===== config.mk =====
export PLATFORM = sky130hd
export DESIGN_NAME = tfr_frame_port
export DESIGN_NICKNAME = d
export VERILOG_FILES = /design/src/hw/tfr_pkg.sv /design/src/hw/tfr_spi_if.sv /design/src/hw/tfr_pix_coder.sv /design/src/hw/tfr_spi_shift.sv /design/src/hw/tfr_frame_port.sv
export SDC_FILE = /design/constraint.sdc
export NUM_CORES = 2
export LEC_CHECK = 0
export BUFFER_PORTS_ARGS = -buffer_cell sky130_fd_sc_hd__buf_2
export CORE_MARGIN = 8
export CORE_UTILIZATION = 35
export DETAILED_ROUTE_END_ITERATION = 8
export PLACE_DENSITY = 0.53
export SETUP_SLACK_MARGIN = 0.3
export SYNTH_ARGS = -nofsm -noshare
export SYNTH_HDL_FRONTEND = slang
export SYNTH_SLANG_ARGS = --single-unit
export TNS_END_PERCENT = 10

===== constraint.sdc =====
create_clock -name i_clk -period 4.1 [get_ports i_clk]
set_input_delay 0.82 -clock i_clk [delete_from_list [all_inputs] [get_ports i_clk]]
set_output_delay 0.82 -clock i_clk [all_outputs]
set_load 0.05 [all_outputs]

===== src/hw/tfr_pkg.sv =====
// Overview of operation
// - A 64-pixel 12-bit frame leaves in 96 reads: 3 per pair, 4 pairs, 8 rows.
// - Frame delivery starts at the middle rows of the vertical axis, moving outward.
// - Row reads one to four give rows 3, 4, 2, 5; reads seven and eight give 0, 7.
// - Within a row the pairs go out as columns 0-1, 2-3, 4-5, 6-7.
// - An even and an odd 12-bit pixel share one 3-byte group.
// - Pair bytes: even[11:4], then even[3:0] with odd[3:0], then odd[11:4].
// - Saturated pixels read 0x7ff and set the saturation flag registers.
// - ADC overflow reads 0x7fe and sets the overflow flag registers.
// - ADC underflow reads 0x800 and sets the underflow flag registers.
// - Valid pixels stay within 0x801 to 0x7fd so flag codes never collide.
// - Embedded flag codes are on after power-up; bit 6 of format control disables them.
// - Until its program has loaded the device answers busy; then NOPs echo zero.
// - The selected page holds until another page-select word arrives.
// - Data ready shows on a pin and a status bit once readout data stands.
package tfr_pkg;
  localparam logic [6:0]  PAGE_PIX      = 7'h02;
  localparam logic [6:0]  PAGE_CFG      = 7'h04;
  localparam logic [4:0]  ADDR_PIXPORT  = 5'h0c;
  localparam logic [4:0]  ADDR_SAT_A    = 5'h0d;
  localparam logic [4:0]  ADDR_SAT_B    = 5'h0e;
  localparam logic [4:0]  ADDR_OVF_A    = 5'h10;
  localparam logic [4:0]  ADDR_OVF_B    = 5'h11;
  localparam logic [4:0]  ADDR_UDF_A    = 5'h12;
  localparam logic [4:0]  ADDR_UDF_B    = 5'h13;
  localparam logic [4:0]  ADDR_STATUS   = 5'h15;
  localparam logic [5:0]  ADDR_FORMAT   = 6'h15;
  localparam int          FMT_RAW_BIT   = 6;
  localparam int          STAT_RDY_BIT  = 3;
  localparam logic [7:0]  FORMAT_RESET  = 8'h00;
  localparam logic [6:0]  PAGE_RESET    = 7'h00;
  localparam logic [15:0] BUSY_WORD     = 16'hffff;
  localparam logic [11:0] CODE_SAT      = 12'h7ff;
  localparam logic [11:0] CODE_OVF      = 12'h7fe;
  localparam logic [11:0] CODE_UDF      = 12'h800;
  localparam logic [11:0] VALID_MAX     = 12'h7fd;
  localparam logic [11:0] VALID_MIN     = 12'h801;
  localparam logic [1:0]  KIND_OK       = 2'h0;
  localparam logic [1:0]  KIND_SAT      = 2'h1;
  localparam logic [1:0]  KIND_OVF      = 2'h2;
  localparam logic [1:0]  KIND_UDF      = 2'h3;
  localparam logic [1:0]  LAST_BYTE     = 2'h2;
  localparam logic [1:0]  LAST_PAIR     = 2'h3;
  localparam logic [2:0]  LAST_ROW      = 3'h7;
  localparam logic [3:0]  LAST_BIT      = 4'hf;
  // Entry i is the sensor row sent on the i-th row read
  localparam logic [7:0][2:0] ROW_MAP   = {3'h7, 3'h0, 3'h6, 3'h1, 3'h5, 3'h2, 3'h4, 3'h3};
  localparam int          CLK_PERIOD_NS = 4;
  localparam int          BOOT_TIME_NS  = 10000;
  localparam int          BOOT_CYCLES   = (BOOT_TIME_NS + CLK_PERIOD_NS - 1) / CLK_PERIOD_NS;
  typedef enum logic [1:0] {
    TFR_BOOT = 2'b01,
    TFR_IDLE = 2'b10
  } tfr_mode_t;
endpackage


===== src/hw/tfr_spi_if.sv =====
`timescale 1ns/1ps
interface tfr_spi_if;
  logic [15:0] rx_word;
  logic        rx_valid;
  logic [15:0] tx_word;
  modport shifter (output rx_word, output rx_valid, input tx_word);
  modport core    (input rx_word, input rx_valid, output tx_word);
endinterface


===== src/hw/tfr_pix_coder.sv =====
`timescale 1ns/1ps
module tfr_pix_coder (
  // Pixel in
  input  wire logic [11:0] i_raw,
  input  wire logic [1:0]  i_kind,
  input  wire logic        i_embed,
  // Coded pixel out
  output logic      [11:0] o_code
);
  always_comb begin
    o_code = i_raw;
    if (i_embed) begin
      if (i_kind == tfr_pkg::KIND_SAT) begin
        o_code = tfr_pkg::CODE_SAT;
      end else if (i_kind == tfr_pkg::KIND_OVF) begin
        o_code = tfr_pkg::CODE_OVF;
      end else if (i_kind == tfr_pkg::KIND_UDF) begin
        o_code = tfr_pkg::CODE_UDF;
      end else if (i_raw == tfr_pkg::CODE_SAT || i_raw == tfr_pkg::CODE_OVF) begin
        o_code = tfr_pkg::VALID_MAX;
      end else if (i_raw == tfr_pkg::CODE_UDF) begin
        o_code = tfr_pkg::VALID_MIN;
      end
    end
  end
endmodule


===== src/hw/tfr_spi_shift.sv =====
`timescale 1ns/1ps
module tfr_spi_shift (
  // Clock and reset
  input  wire logic i_clk,
  input  wire logic i_rst_n,
  // Serial pins
  input  wire logic i_spi_sck,
  input  wire logic i_spi_cs_n,
  input  wire logic i_spi_mosi,
  output logic      o_spi_miso,
  output logic      o_spi_miso_oe,
  // Word side
  tfr_spi_if.shifter bus
);
  typedef struct packed {
    logic [1:0]  sck_s;
    logic [1:0]  cs_s;
    logic [1:0]  mosi_s;
    logic        sck_d;
    logic        cs_d;
    logic [3:0]  cnt;
    logic [15:0] rx_sh;
    logic [15:0] tx_sh;
    logic [15:0] rx_word;
    logic        rx_valid;
  } tfr_shift_t;

  tfr_shift_t s;
  tfr_shift_t next_s;

  always_comb begin
    next_s = s;
    next_s.sck_s = {s.sck_s[0], i_spi_sck};
    next_s.cs_s = {s.cs_s[0], i_spi_cs_n};
    next_s.mosi_s = {s.mosi_s[0], i_spi_mosi};
    next_s.sck_d = s.sck_s[1];
    next_s.cs_d = s.cs_s[1];
    next_s.rx_valid = 1'b0;
    if (s.cs_s[1]) begin
      next_s.cnt = 4'h0;
    end else if (s.cs_d) begin
      // Mode 0: first bit must stand before the first rising edge
      next_s.cnt = 4'h0;
      next_s.tx_sh = bus.tx_word;
    end else if (s.sck_s[1] && !s.sck_d) begin
      next_s.rx_sh = {s.rx_sh[14:0], s.mosi_s[1]};
      next_s.cnt = s.cnt + 4'h1;
      if (s.cnt == tfr_pkg::LAST_BIT) begin
        next_s.rx_word = {s.rx_sh[14:0], s.mosi_s[1]};
        next_s.rx_valid = 1'b1;
      end
    end else if (!s.sck_s[1] && s.sck_d) begin
      // Reload at the word boundary so back-to-back words need no gap
      if (s.cnt == 4'h0) begin
        next_s.tx_sh = bus.tx_word;
      end else begin
        next_s.tx_sh = {s.tx_sh[14:0], 1'b0};
      end
    end
  end

  always_ff @(posedge i_clk or negedge i_rst_n) begin
    if (!i_rst_n) begin
      s <= '{sck_s: 2'h0, cs_s: 2'h3, mosi_s: 2'h0, sck_d: 1'b0, cs_d: 1'b1,
             cnt: 4'h0, rx_sh: 16'h0000, tx_sh: 16'h0000, rx_word: 16'h0000,
             rx_valid: 1'b0};
    end else begin
      s <= next_s;
    end
  end

  assign o_spi_miso = s.tx_sh[15];
  assign o_spi_miso_oe = ~s.cs_s[1];
  assign bus.rx_word = s.rx_word;
  assign bus.rx_valid = s.rx_valid;
endmodule


===== src/hw/tfr_frame_port.sv =====
`timescale 1ns/1ps
module tfr_frame_port #(
  parameter int BOOT_CYCLES = tfr_pkg::BOOT_CYCLES
) (
  // Clock and reset
  input  wire logic        i_clk,
  input  wire logic        i_rst_n,
  // Serial target pins
  input  wire logic        i_spi_sck,
  input  wire logic        i_spi_cs_n,
  input  wire logic        i_spi_mosi,
  output logic             o_spi_miso,
  output logic             o_spi_miso_oe,
  // Acquisition side
  input  wire logic        i_frame_start,
  input  wire logic        i_pix_wr,
  input  wire logic [5:0]  i_pix_addr,
  input  wire logic [11:0] i_pix_data,
  input  wire logic        i_pix_sat,
  input  wire logic        i_pix_ovf,
  input  wire logic        i_pix_udf,
  input  wire logic        i_frame_done,
  // Status
  output logic             o_data_ready,
  output logic             o_idle
);
  localparam int BCW = $clog2(BOOT_CYCLES + 1);

  typedef struct packed {
    tfr_pkg::tfr_mode_t mode;
    logic [BCW-1:0]     boot_cnt;
    logic [6:0]         page;
    logic [7:0]         fmt;
    logic [15:0]        resp;
    logic [1:0]         byte_i;
    logic [1:0]         pair_i;
    logic [2:0]         row_i;
    logic               frame_rdy;
    logic [15:0]        sat;
    logic [15:0]        ovf;
    logic [15:0]        udf;
    logic [63:0][13:0]  mem;
  } tfr_core_t;

  tfr_core_t s;
  tfr_core_t next_s;

  tfr_spi_if bus ();

  tfr_spi_shift u_shift (
    .i_clk         (i_clk),
    .i_rst_n       (i_rst_n),
    .i_spi_sck     (i_spi_sck),
    .i_spi_cs_n    (i_spi_cs_n),
    .i_spi_mosi    (i_spi_mosi),
    .o_spi_miso    (o_spi_miso),
    .o_spi_miso_oe (o_spi_miso_oe),
    .bus           (bus.shifter)
  );

  logic [2:0]  cur_row;
  logic [5:0]  even_idx;
  logic [5:0]  odd_idx;
  logic [13:0] even_ent;
  logic [13:0] odd_ent;
  logic [11:0] even_code;
  logic [11:0] odd_code;
  logic        embed;
  logic [7:0]  pix_byte;
  logic [1:0]  wr_kind;
  logic [15:0] wr_bit;

  // Pair position from the read counters
  always_comb begin
    cur_row = tfr_pkg::ROW_MAP[s.row_i];
    even_idx = {cur_row, s.pair_i, 1'b0};
    odd_idx = {cur_row, s.pair_i, 1'b1};
    even_ent = s.mem[even_idx];
    odd_ent = s.mem[odd_idx];
    embed = ~s.fmt[tfr_pkg::FMT_RAW_BIT];
  end

  tfr_pix_coder u_even (
    .i_raw   (even_ent[11:0]),
    .i_kind  (even_ent[13:12]),
    .i_embed (embed),
    .o_code  (even_code)
  );

  tfr_pix_coder u_odd (
    .i_raw   (odd_ent[11:0]),
    .i_kind  (odd_ent[13:12]),
    .i_embed (embed),
    .o_code  (odd_code)
  );

  // Byte of the current pair group
  always_comb begin
    if (s.byte_i == 2'h0) begin
      pix_byte = even_code[11:4];
    end else if (s.byte_i == 2'h1) begin
      pix_byte = {even_code[3:0], odd_code[3:0]};
    end else begin
      pix_byte = odd_code[11:4];
    end
  end

  // Kind of an incoming pixel; saturation outranks the converter limits
  always_comb begin
    if (i_pix_sat) begin
      wr_kind = tfr_pkg::KIND_SAT;
    end else if (i_pix_ovf) begin
      wr_kind = tfr_pkg::KIND_OVF;
    end else if (i_pix_udf) begin
      wr_kind = tfr_pkg::KIND_UDF;
    end else begin
      wr_kind = tfr_pkg::KIND_OK;
    end
    wr_bit = 16'h0001 << i_pix_addr[5:2];
  end

  function automatic logic [7:0] read_reg(input tfr_core_t st, input logic [4:0] addr,
                                          input logic [7:0] pix);
    logic [7:0] v;
    v = 8'h00;
    if (st.page == tfr_pkg::PAGE_PIX) begin
      if (addr == tfr_pkg::ADDR_PIXPORT) begin
        v = pix;
      end else if (addr == tfr_pkg::ADDR_SAT_A) begin
        v = st.sat[7:0];
      end else if (addr == tfr_pkg::ADDR_SAT_B) begin
        v = st.sat[15:8];
      end else if (addr == tfr_pkg::ADDR_OVF_A) begin
        v = st.ovf[7:0];
      end else if (addr == tfr_pkg::ADDR_OVF_B) begin
        v = st.ovf[15:8];
      end else if (addr == tfr_pkg::ADDR_UDF_A) begin
        v = st.udf[7:0];
      end else if (addr == tfr_pkg::ADDR_UDF_B) begin
        v = st.udf[15:8];
      end else if (addr == tfr_pkg::ADDR_STATUS) begin
        v[tfr_pkg::STAT_RDY_BIT] = st.frame_rdy;
      end
    end else if (st.page == tfr_pkg::PAGE_CFG) begin
      if (addr == tfr_pkg::ADDR_FORMAT[4:0]) begin
        v = st.fmt;
      end
    end
    return v;
  endfunction

  logic [15:0] w;

  always_comb begin
    next_s = s;
    w = bus.rx_word;
    if (s.mode == tfr_pkg::TFR_BOOT) begin
      // Sequencer program still loading; words are not acted on
      next_s.resp = tfr_pkg::BUSY_WORD;
      if (s.boot_cnt == BCW'(BOOT_CYCLES - 1)) begin
        next_s.mode = tfr_pkg::TFR_IDLE;
        next_s.resp = 16'h0000;
      end else begin
        next_s.boot_cnt = s.boot_cnt + BCW'(1);
      end
    end else if (bus.rx_valid) begin
      next_s.resp = w;
      if (w[15]) begin
        next_s.page = w[14:8];
      end else if (w[15:14] == 2'b01) begin
        // Only the format register is writable here; adjust writes are absorbed
        if (s.page == tfr_pkg::PAGE_CFG && w[13:8] == tfr_pkg::ADDR_FORMAT) begin
          next_s.fmt = w[7:0];
        end
      end else if (w[15:13] == 3'b001) begin
        next_s.resp = {w[15:8], read_reg(s, w[12:8], pix_byte)};
        if (s.page == tfr_pkg::PAGE_PIX && w[12:8] == tfr_pkg::ADDR_PIXPORT) begin
          // Every data port read advances the transfer order
          if (s.byte_i == tfr_pkg::LAST_BYTE) begin
            next_s.byte_i = 2'h0;
            next_s.pair_i = s.pair_i + 2'h1;
            if (s.pair_i == tfr_pkg::LAST_PAIR) begin
              next_s.row_i = s.row_i + 3'h1;
              if (s.row_i == tfr_pkg::LAST_ROW) begin
                next_s.frame_rdy = 1'b0;
              end
            end
          end else begin
            next_s.byte_i = s.byte_i + 2'h1;
          end
        end
      end
    end
    // Flags clear at frame start; a same-cycle pixel event still sets
    if (i_frame_start) begin
      next_s.sat = 16'h0000;
      next_s.ovf = 16'h0000;
      next_s.udf = 16'h0000;
    end
    if (i_pix_wr) begin
      next_s.mem[i_pix_addr] = {wr_kind, i_pix_data};
      if (wr_kind == tfr_pkg::KIND_SAT) begin
        next_s.sat = next_s.sat | wr_bit;
      end else if (wr_kind == tfr_pkg::KIND_OVF) begin
        next_s.ovf = next_s.ovf | wr_bit;
      end else if (wr_kind == tfr_pkg::KIND_UDF) begin
        next_s.udf = next_s.udf | wr_bit;
      end
    end
    // A new frame restarts the order even mid-readout
    if (i_frame_done) begin
      next_s.frame_rdy = 1'b1;
      next_s.byte_i = 2'h0;
      next_s.pair_i = 2'h0;
      next_s.row_i = 3'h0;
    end
  end

  always_ff @(posedge i_clk or negedge i_rst_n) begin
    if (!i_rst_n) begin
      s <= '{mode: tfr_pkg::TFR_BOOT, boot_cnt: '0, page: tfr_pkg::PAGE_RESET,
             fmt: tfr_pkg::FORMAT_RESET, resp: tfr_pkg::BUSY_WORD, byte_i: 2'h0,
             pair_i: 2'h0, row_i: 3'h0, frame_rdy: 1'b0, sat: 16'h0000,
             ovf: 16'h0000, udf: 16'h0000, mem: '0};
    end else begin
      s <= next_s;
    end
  end

  assign bus.tx_word = s.resp;
  assign o_data_ready = s.frame_rdy;
  assign o_idle = (s.mode == tfr_pkg::TFR_IDLE);
endmodule


==> tab_implementation.tex <==
\begin{tabular}{lr}
\hline
Metric & Value \\
\hline
\multicolumn{2}{l}{\textbf{Place}} \\
PortBufs & 32 \\
Pre-CTS setup slack & 0.392 ns \\
DP Wirelength & 95400 µm \\
RePlAce Congestion & 0.943 \\
\multicolumn{2}{l}{\textbf{Clock tree}} \\
Clk Latency, worst-skew pair & 0.74 ns \\
Library cell used as clock root buffer & sky130\_fd\_sc\_hd\_\_clkbuf\_16 \\
\# clock sinks & 1057 \\
H-tree depth & 3 \\
Post-CTS Setup Bufs & 0 \\
Number of buffers between clock root and the deepest sink & 3 \\
CTS tree & built \\
Clock Pin Slew Worst Setup and Hold Paths & roughly 0.07 ns \\
Number of cells upsized or downsized after cts & 0 \\
Number of CTS-inserted buffers & 114 \\
Post-cts hold buffer count & 0 \\
\multicolumn{2}{l}{\textbf{Worst setup path}} \\
Critical-path maximum fanout & 13 \\
Crit end category & flop \\
Reg-to-reg endpoint & bus.tx\_word[0] \\
Flop2flop setup slack & roughly 0.36 ns \\
Worst r2r path cells & 13 \\
Most numerous cell on the critical path & sky130\_fd\_sc\_hd\_\_buf\_4 \\
Ordered list of cells on the worst path & ha\_4, and2\_2, buf\_4, buf\_4, a22oi\_1, nand3\_1, nand4\_1, nor4\_1, buf\_4, nand4\_1, nor3b\_1, o21a\_1, a31oi\_1 \\
Maximum cell stage delay along the critical path & 0.52 ns \\
Worst setup path category & flop to flop \\
Arrival @ worst endpoint & 4.40 ns \\
Startpoint type of the worst setup path & flop \\
CP required & 4.76 ns \\
Origin of the critical flop-to-flop path & s[946] \\
Cell at the slowest stage of the critical path & sky130\_fd\_sc\_hd\_\_and2\_2 \\
\multicolumn{2}{l}{\textbf{Synth}} \\
Synthesized area per cell & 13.4 µm² \\
Mapped Cells & 3666 \\
Share of cell area taken by muxes after synthesis & a little under a third \\
Yosys synthesis warning count & 0 \\
Main combinational cell family by area after synthesis & multiplexers \\
Asr flop ratio synth & 100\% \\
Predominant post-synthesis flop cell & sky130\_fd\_sc\_hd\_\_dfrtp\_1 \\
XOR/XNOR share of the synthesized area & less than 1\% \\
Synthesized area & 49100 µm² \\
Number of flip-flops and latches in the synthesized netlist & 1057 \\
Simple-gate share of the synthesized area & 5.33\% \\
Sequential share of the synthesized area & 54.0\% \\
Number of enable-type register cells in the synthesized netlist & 0 \\
Nets in the synthesized netlist & 3701 \\
Synth Area in Adders & less than 1\% \\
Compound-gate portion of the synthesized area & under 10\% \\
Count of different cell masters after synthesis & around 90 \\
\multicolumn{2}{l}{\textbf{Drt}} \\
Drc violations & 0 \\
First-pass iteration count of the detailed router & 5 \\
Total number of vias & 30900 \\
Violation count after the first detailed-route iteration & about 2300 \\
Antenna violation net count after detailed routing & 0 \\
Wire per inst & 25.6 µm \\
DR vias/cell & 5.46 \\
Routed WL & 145000 µm \\
\multicolumn{2}{l}{\textbf{Global route}} \\
Antenna violations before repair & 8 \\
Total routing usage reported by global routing & between 10\% and 20\% \\
Overall overflow remaining after global route & 0 \\
Global-route wire length before repair & 219000 µm \\
Maximum number of pins on one net before global-route repair & 100 \\
Number of global-route vias before repair & between 30000 and 40000 \\
\multicolumn{2}{l}{\textbf{Timing}} \\
Final number of setup-violating endpoints & 0 \\
Post-layout min period & 3.74 ns \\
Final worst-path cycle share & 91.3\% \\
Worst-Margin Slew & 1.17 ns \\
Setup Total Neg Slack & 0 ns \\
Smallest setup slack after layout & 0.359 ns \\
Setup repair after global routing missed its margin & false \\
Max-slew violations & 0 \\
Maximum clock frequency & 0.267 GHz \\
Max-slew headroom at the worst pin & a little over a fifth \\
Max Clock Skew & 0.0456 ns \\
Count of endpoints failing hold in the final timing report & 0 \\
\multicolumn{2}{l}{\textbf{Final layout}} \\
Sequential cell area & 26500 µm² \\
Area occupied by multi-input gates & 20700 µm² \\
Total of fill cells in the finished design & 13000 \\
Net count reported at finish & 3722 \\
Share of cells above drive strength 1 & 38.1\% \\
Post-synthesis to final-layout area growth & 13.2\% \\
\multicolumn{2}{l}{\textbf{Die}} \\
Effective utilization at floorplan & 35.2\% \\
Overall die height & a little under 400 µm \\
Chip width & 390 µm \\
Core outline area & 139000 µm² \\
Ports placed on the boundary & 33 \\
Cell row count & 137 \\
Area of the die & 152000 µm² \\
\multicolumn{2}{l}{\textbf{Hold path}} \\
Hold crit path type & input pin to asynchronous set/reset pin \\
\multicolumn{2}{l}{\textbf{Power}} \\
Power per cell area & 457 nW/µm² \\
Power consumption & $\sim$0.025 W \\
P\_leak & 24.3 nW \\
Maximum vdd drop & $\sim$310 µV \\
\multicolumn{2}{l}{\textbf{Run}} \\
Maximum Capacitance Violations & 0 \\
\multicolumn{2}{l}{\textbf{Status}} \\
Outcome & completed \\
\hline
\end{tabular}
kinds of logic (layout without fill, tap and decap cells):
family | after synthesis | after routing
AO/OA/AOI/OAI | 457 | 457
XOR/XNOR | 16 | 16
adder cells (fa/ha/maj) | 6 | 6
AND/OR/NAND/NOR | 537 | 537
flip-flops | 1057 | 1057
other | 0 | 4
multiplexers | 1222 | 1222
buffers and inverters | 371 | 489
worst max-delay path: cells and delay by family, from the launching register on:
family | cells | cell delay [ns]
flops | 1 | 0.41
fa+ha+maj | 1 | 0.44
simple gates | 6 | 1.68
compound gates | 3 | 0.47
buf+inv | 3 | 0.62
how the worst max path moves through the flow:
stage / from / endpoint
CTS: s[946] / bus.tx_word[0]
global placement: s[946] / bus.tx_word[0]
floorplan: s[945] / bus.tx_word[6]
global route: s[946] / bus.tx_word[0]
finish: s[946] / bus.tx_word[0]
detailed placement: s[946] / bus.tx_word[0]
synth_stat cells (63+ instances only):
| cell | number | area (µm²) |
|---|---|---|
| sky130_fd_sc_hd__nand2_1 | 198 | 743 |
| sky130_fd_sc_hd__o21ai_0 | 117 | 586 |
| sky130_fd_sc_hd__a21oi_1 | 72 | 360 |
| sky130_fd_sc_hd__mux2_2 | 862 | 9710 |
| sky130_fd_sc_hd__nand3_1 | 73 | 365 |
| sky130_fd_sc_hd__a22oi_1 | 100 | 751 |
| sky130_fd_sc_hd__mux2i_1 | 246 | 2460 |
| sky130_fd_sc_hd__clkbuf_1 | 219 | 822 |
| sky130_fd_sc_hd__inv_1 | 63 | 236 |
| sky130_fd_sc_hd__mux4_2 | 102 | 2300 |
| sky130_fd_sc_hd__nor2_1 | 115 | 432 |
| sky130_fd_sc_hd__dfrtp_1 | 1037 | 25900 |
stage by stage:
step,util [%],instance area (µm²),std cells,hold slack [ns]
after CTS,39.8,55500,5659,0.116
after global routing,39.8,55500,5661,0.169
final,39.8,55500,5664,0.148
after detailed placement,37.1,51600,5446,0.338
after floorplan,-,49100,3666,0.331
after global placement,37.1,51600,5446,0.337
metal layers:
layer / up-vias / GRT usage [%] / wire length, µm
li1: 13400 / - / -
met1: 16400 / 27.2 / 66900
met2: 812 / 29.4 / 66500
met3: 213 / 3.51 / 8340
met4: 4 / 4.84 / 3350
met5: - / 0 / 23
report_power, final:
| group | internal [W] | switching [W] | leakage, nW |
|---|---|---|---|
| Clock | 0.00610 | 0.00437 | 1.88 |
| Combinational | 0.00134 | 0.00130 | 8.42 |
| Sequential | 0.0117 | 0.000600 | 14.0 |
area by class of cell:
cell class	instances	share of cell area, %
Multi-Input combinational cell	2238	37.4
Clock inverter	38	0.746
Inverter	64	0.433
Timing Repair Buffer	212	3.36
Antenna cell	4	0.0180
Sequential cell	1057	47.7
Tap cell	1876	4.23
Clock buffer	175	6.15
placed cells by master, fill, tap and decap left out, types with 13 or more instances in the layout:
cell	instances
sky130_fd_sc_hd__a21oi_1	70
sky130_fd_sc_hd__clkbuf_1	30
sky130_fd_sc_hd__nand3_1	73
sky130_fd_sc_hd__dfstp_2	20
sky130_fd_sc_hd__nor3b_1	13
sky130_fd_sc_hd__clkbuf_16	117
sky130_fd_sc_hd__mux4_2	102
sky130_fd_sc_hd__nand2_1	198
sky130_fd_sc_hd__a221oi_1	13
sky130_fd_sc_hd__nand4_1	15
sky130_fd_sc_hd__clkinv_2	20
sky130_fd_sc_hd__o22ai_1	52
sky130_fd_sc_hd__buf_12	24
sky130_fd_sc_hd__dfrtp_1	1035
sky130_fd_sc_hd__mux2i_1	246
sky130_fd_sc_hd__buf_4	157
sky130_fd_sc_hd__buf_2	28
sky130_fd_sc_hd__nor2_1	106
sky130_fd_sc_hd__mux2_2	862
sky130_fd_sc_hd__inv_1	63
sky130_fd_sc_hd__o21ai_0	117
sky130_fd_sc_hd__a22oi_1	100
sky130_fd_sc_hd__clkbuf_8	29
sky130_fd_sc_hd__nor3_1	23
No activity file was read; power rests on OpenSTA's default activity.
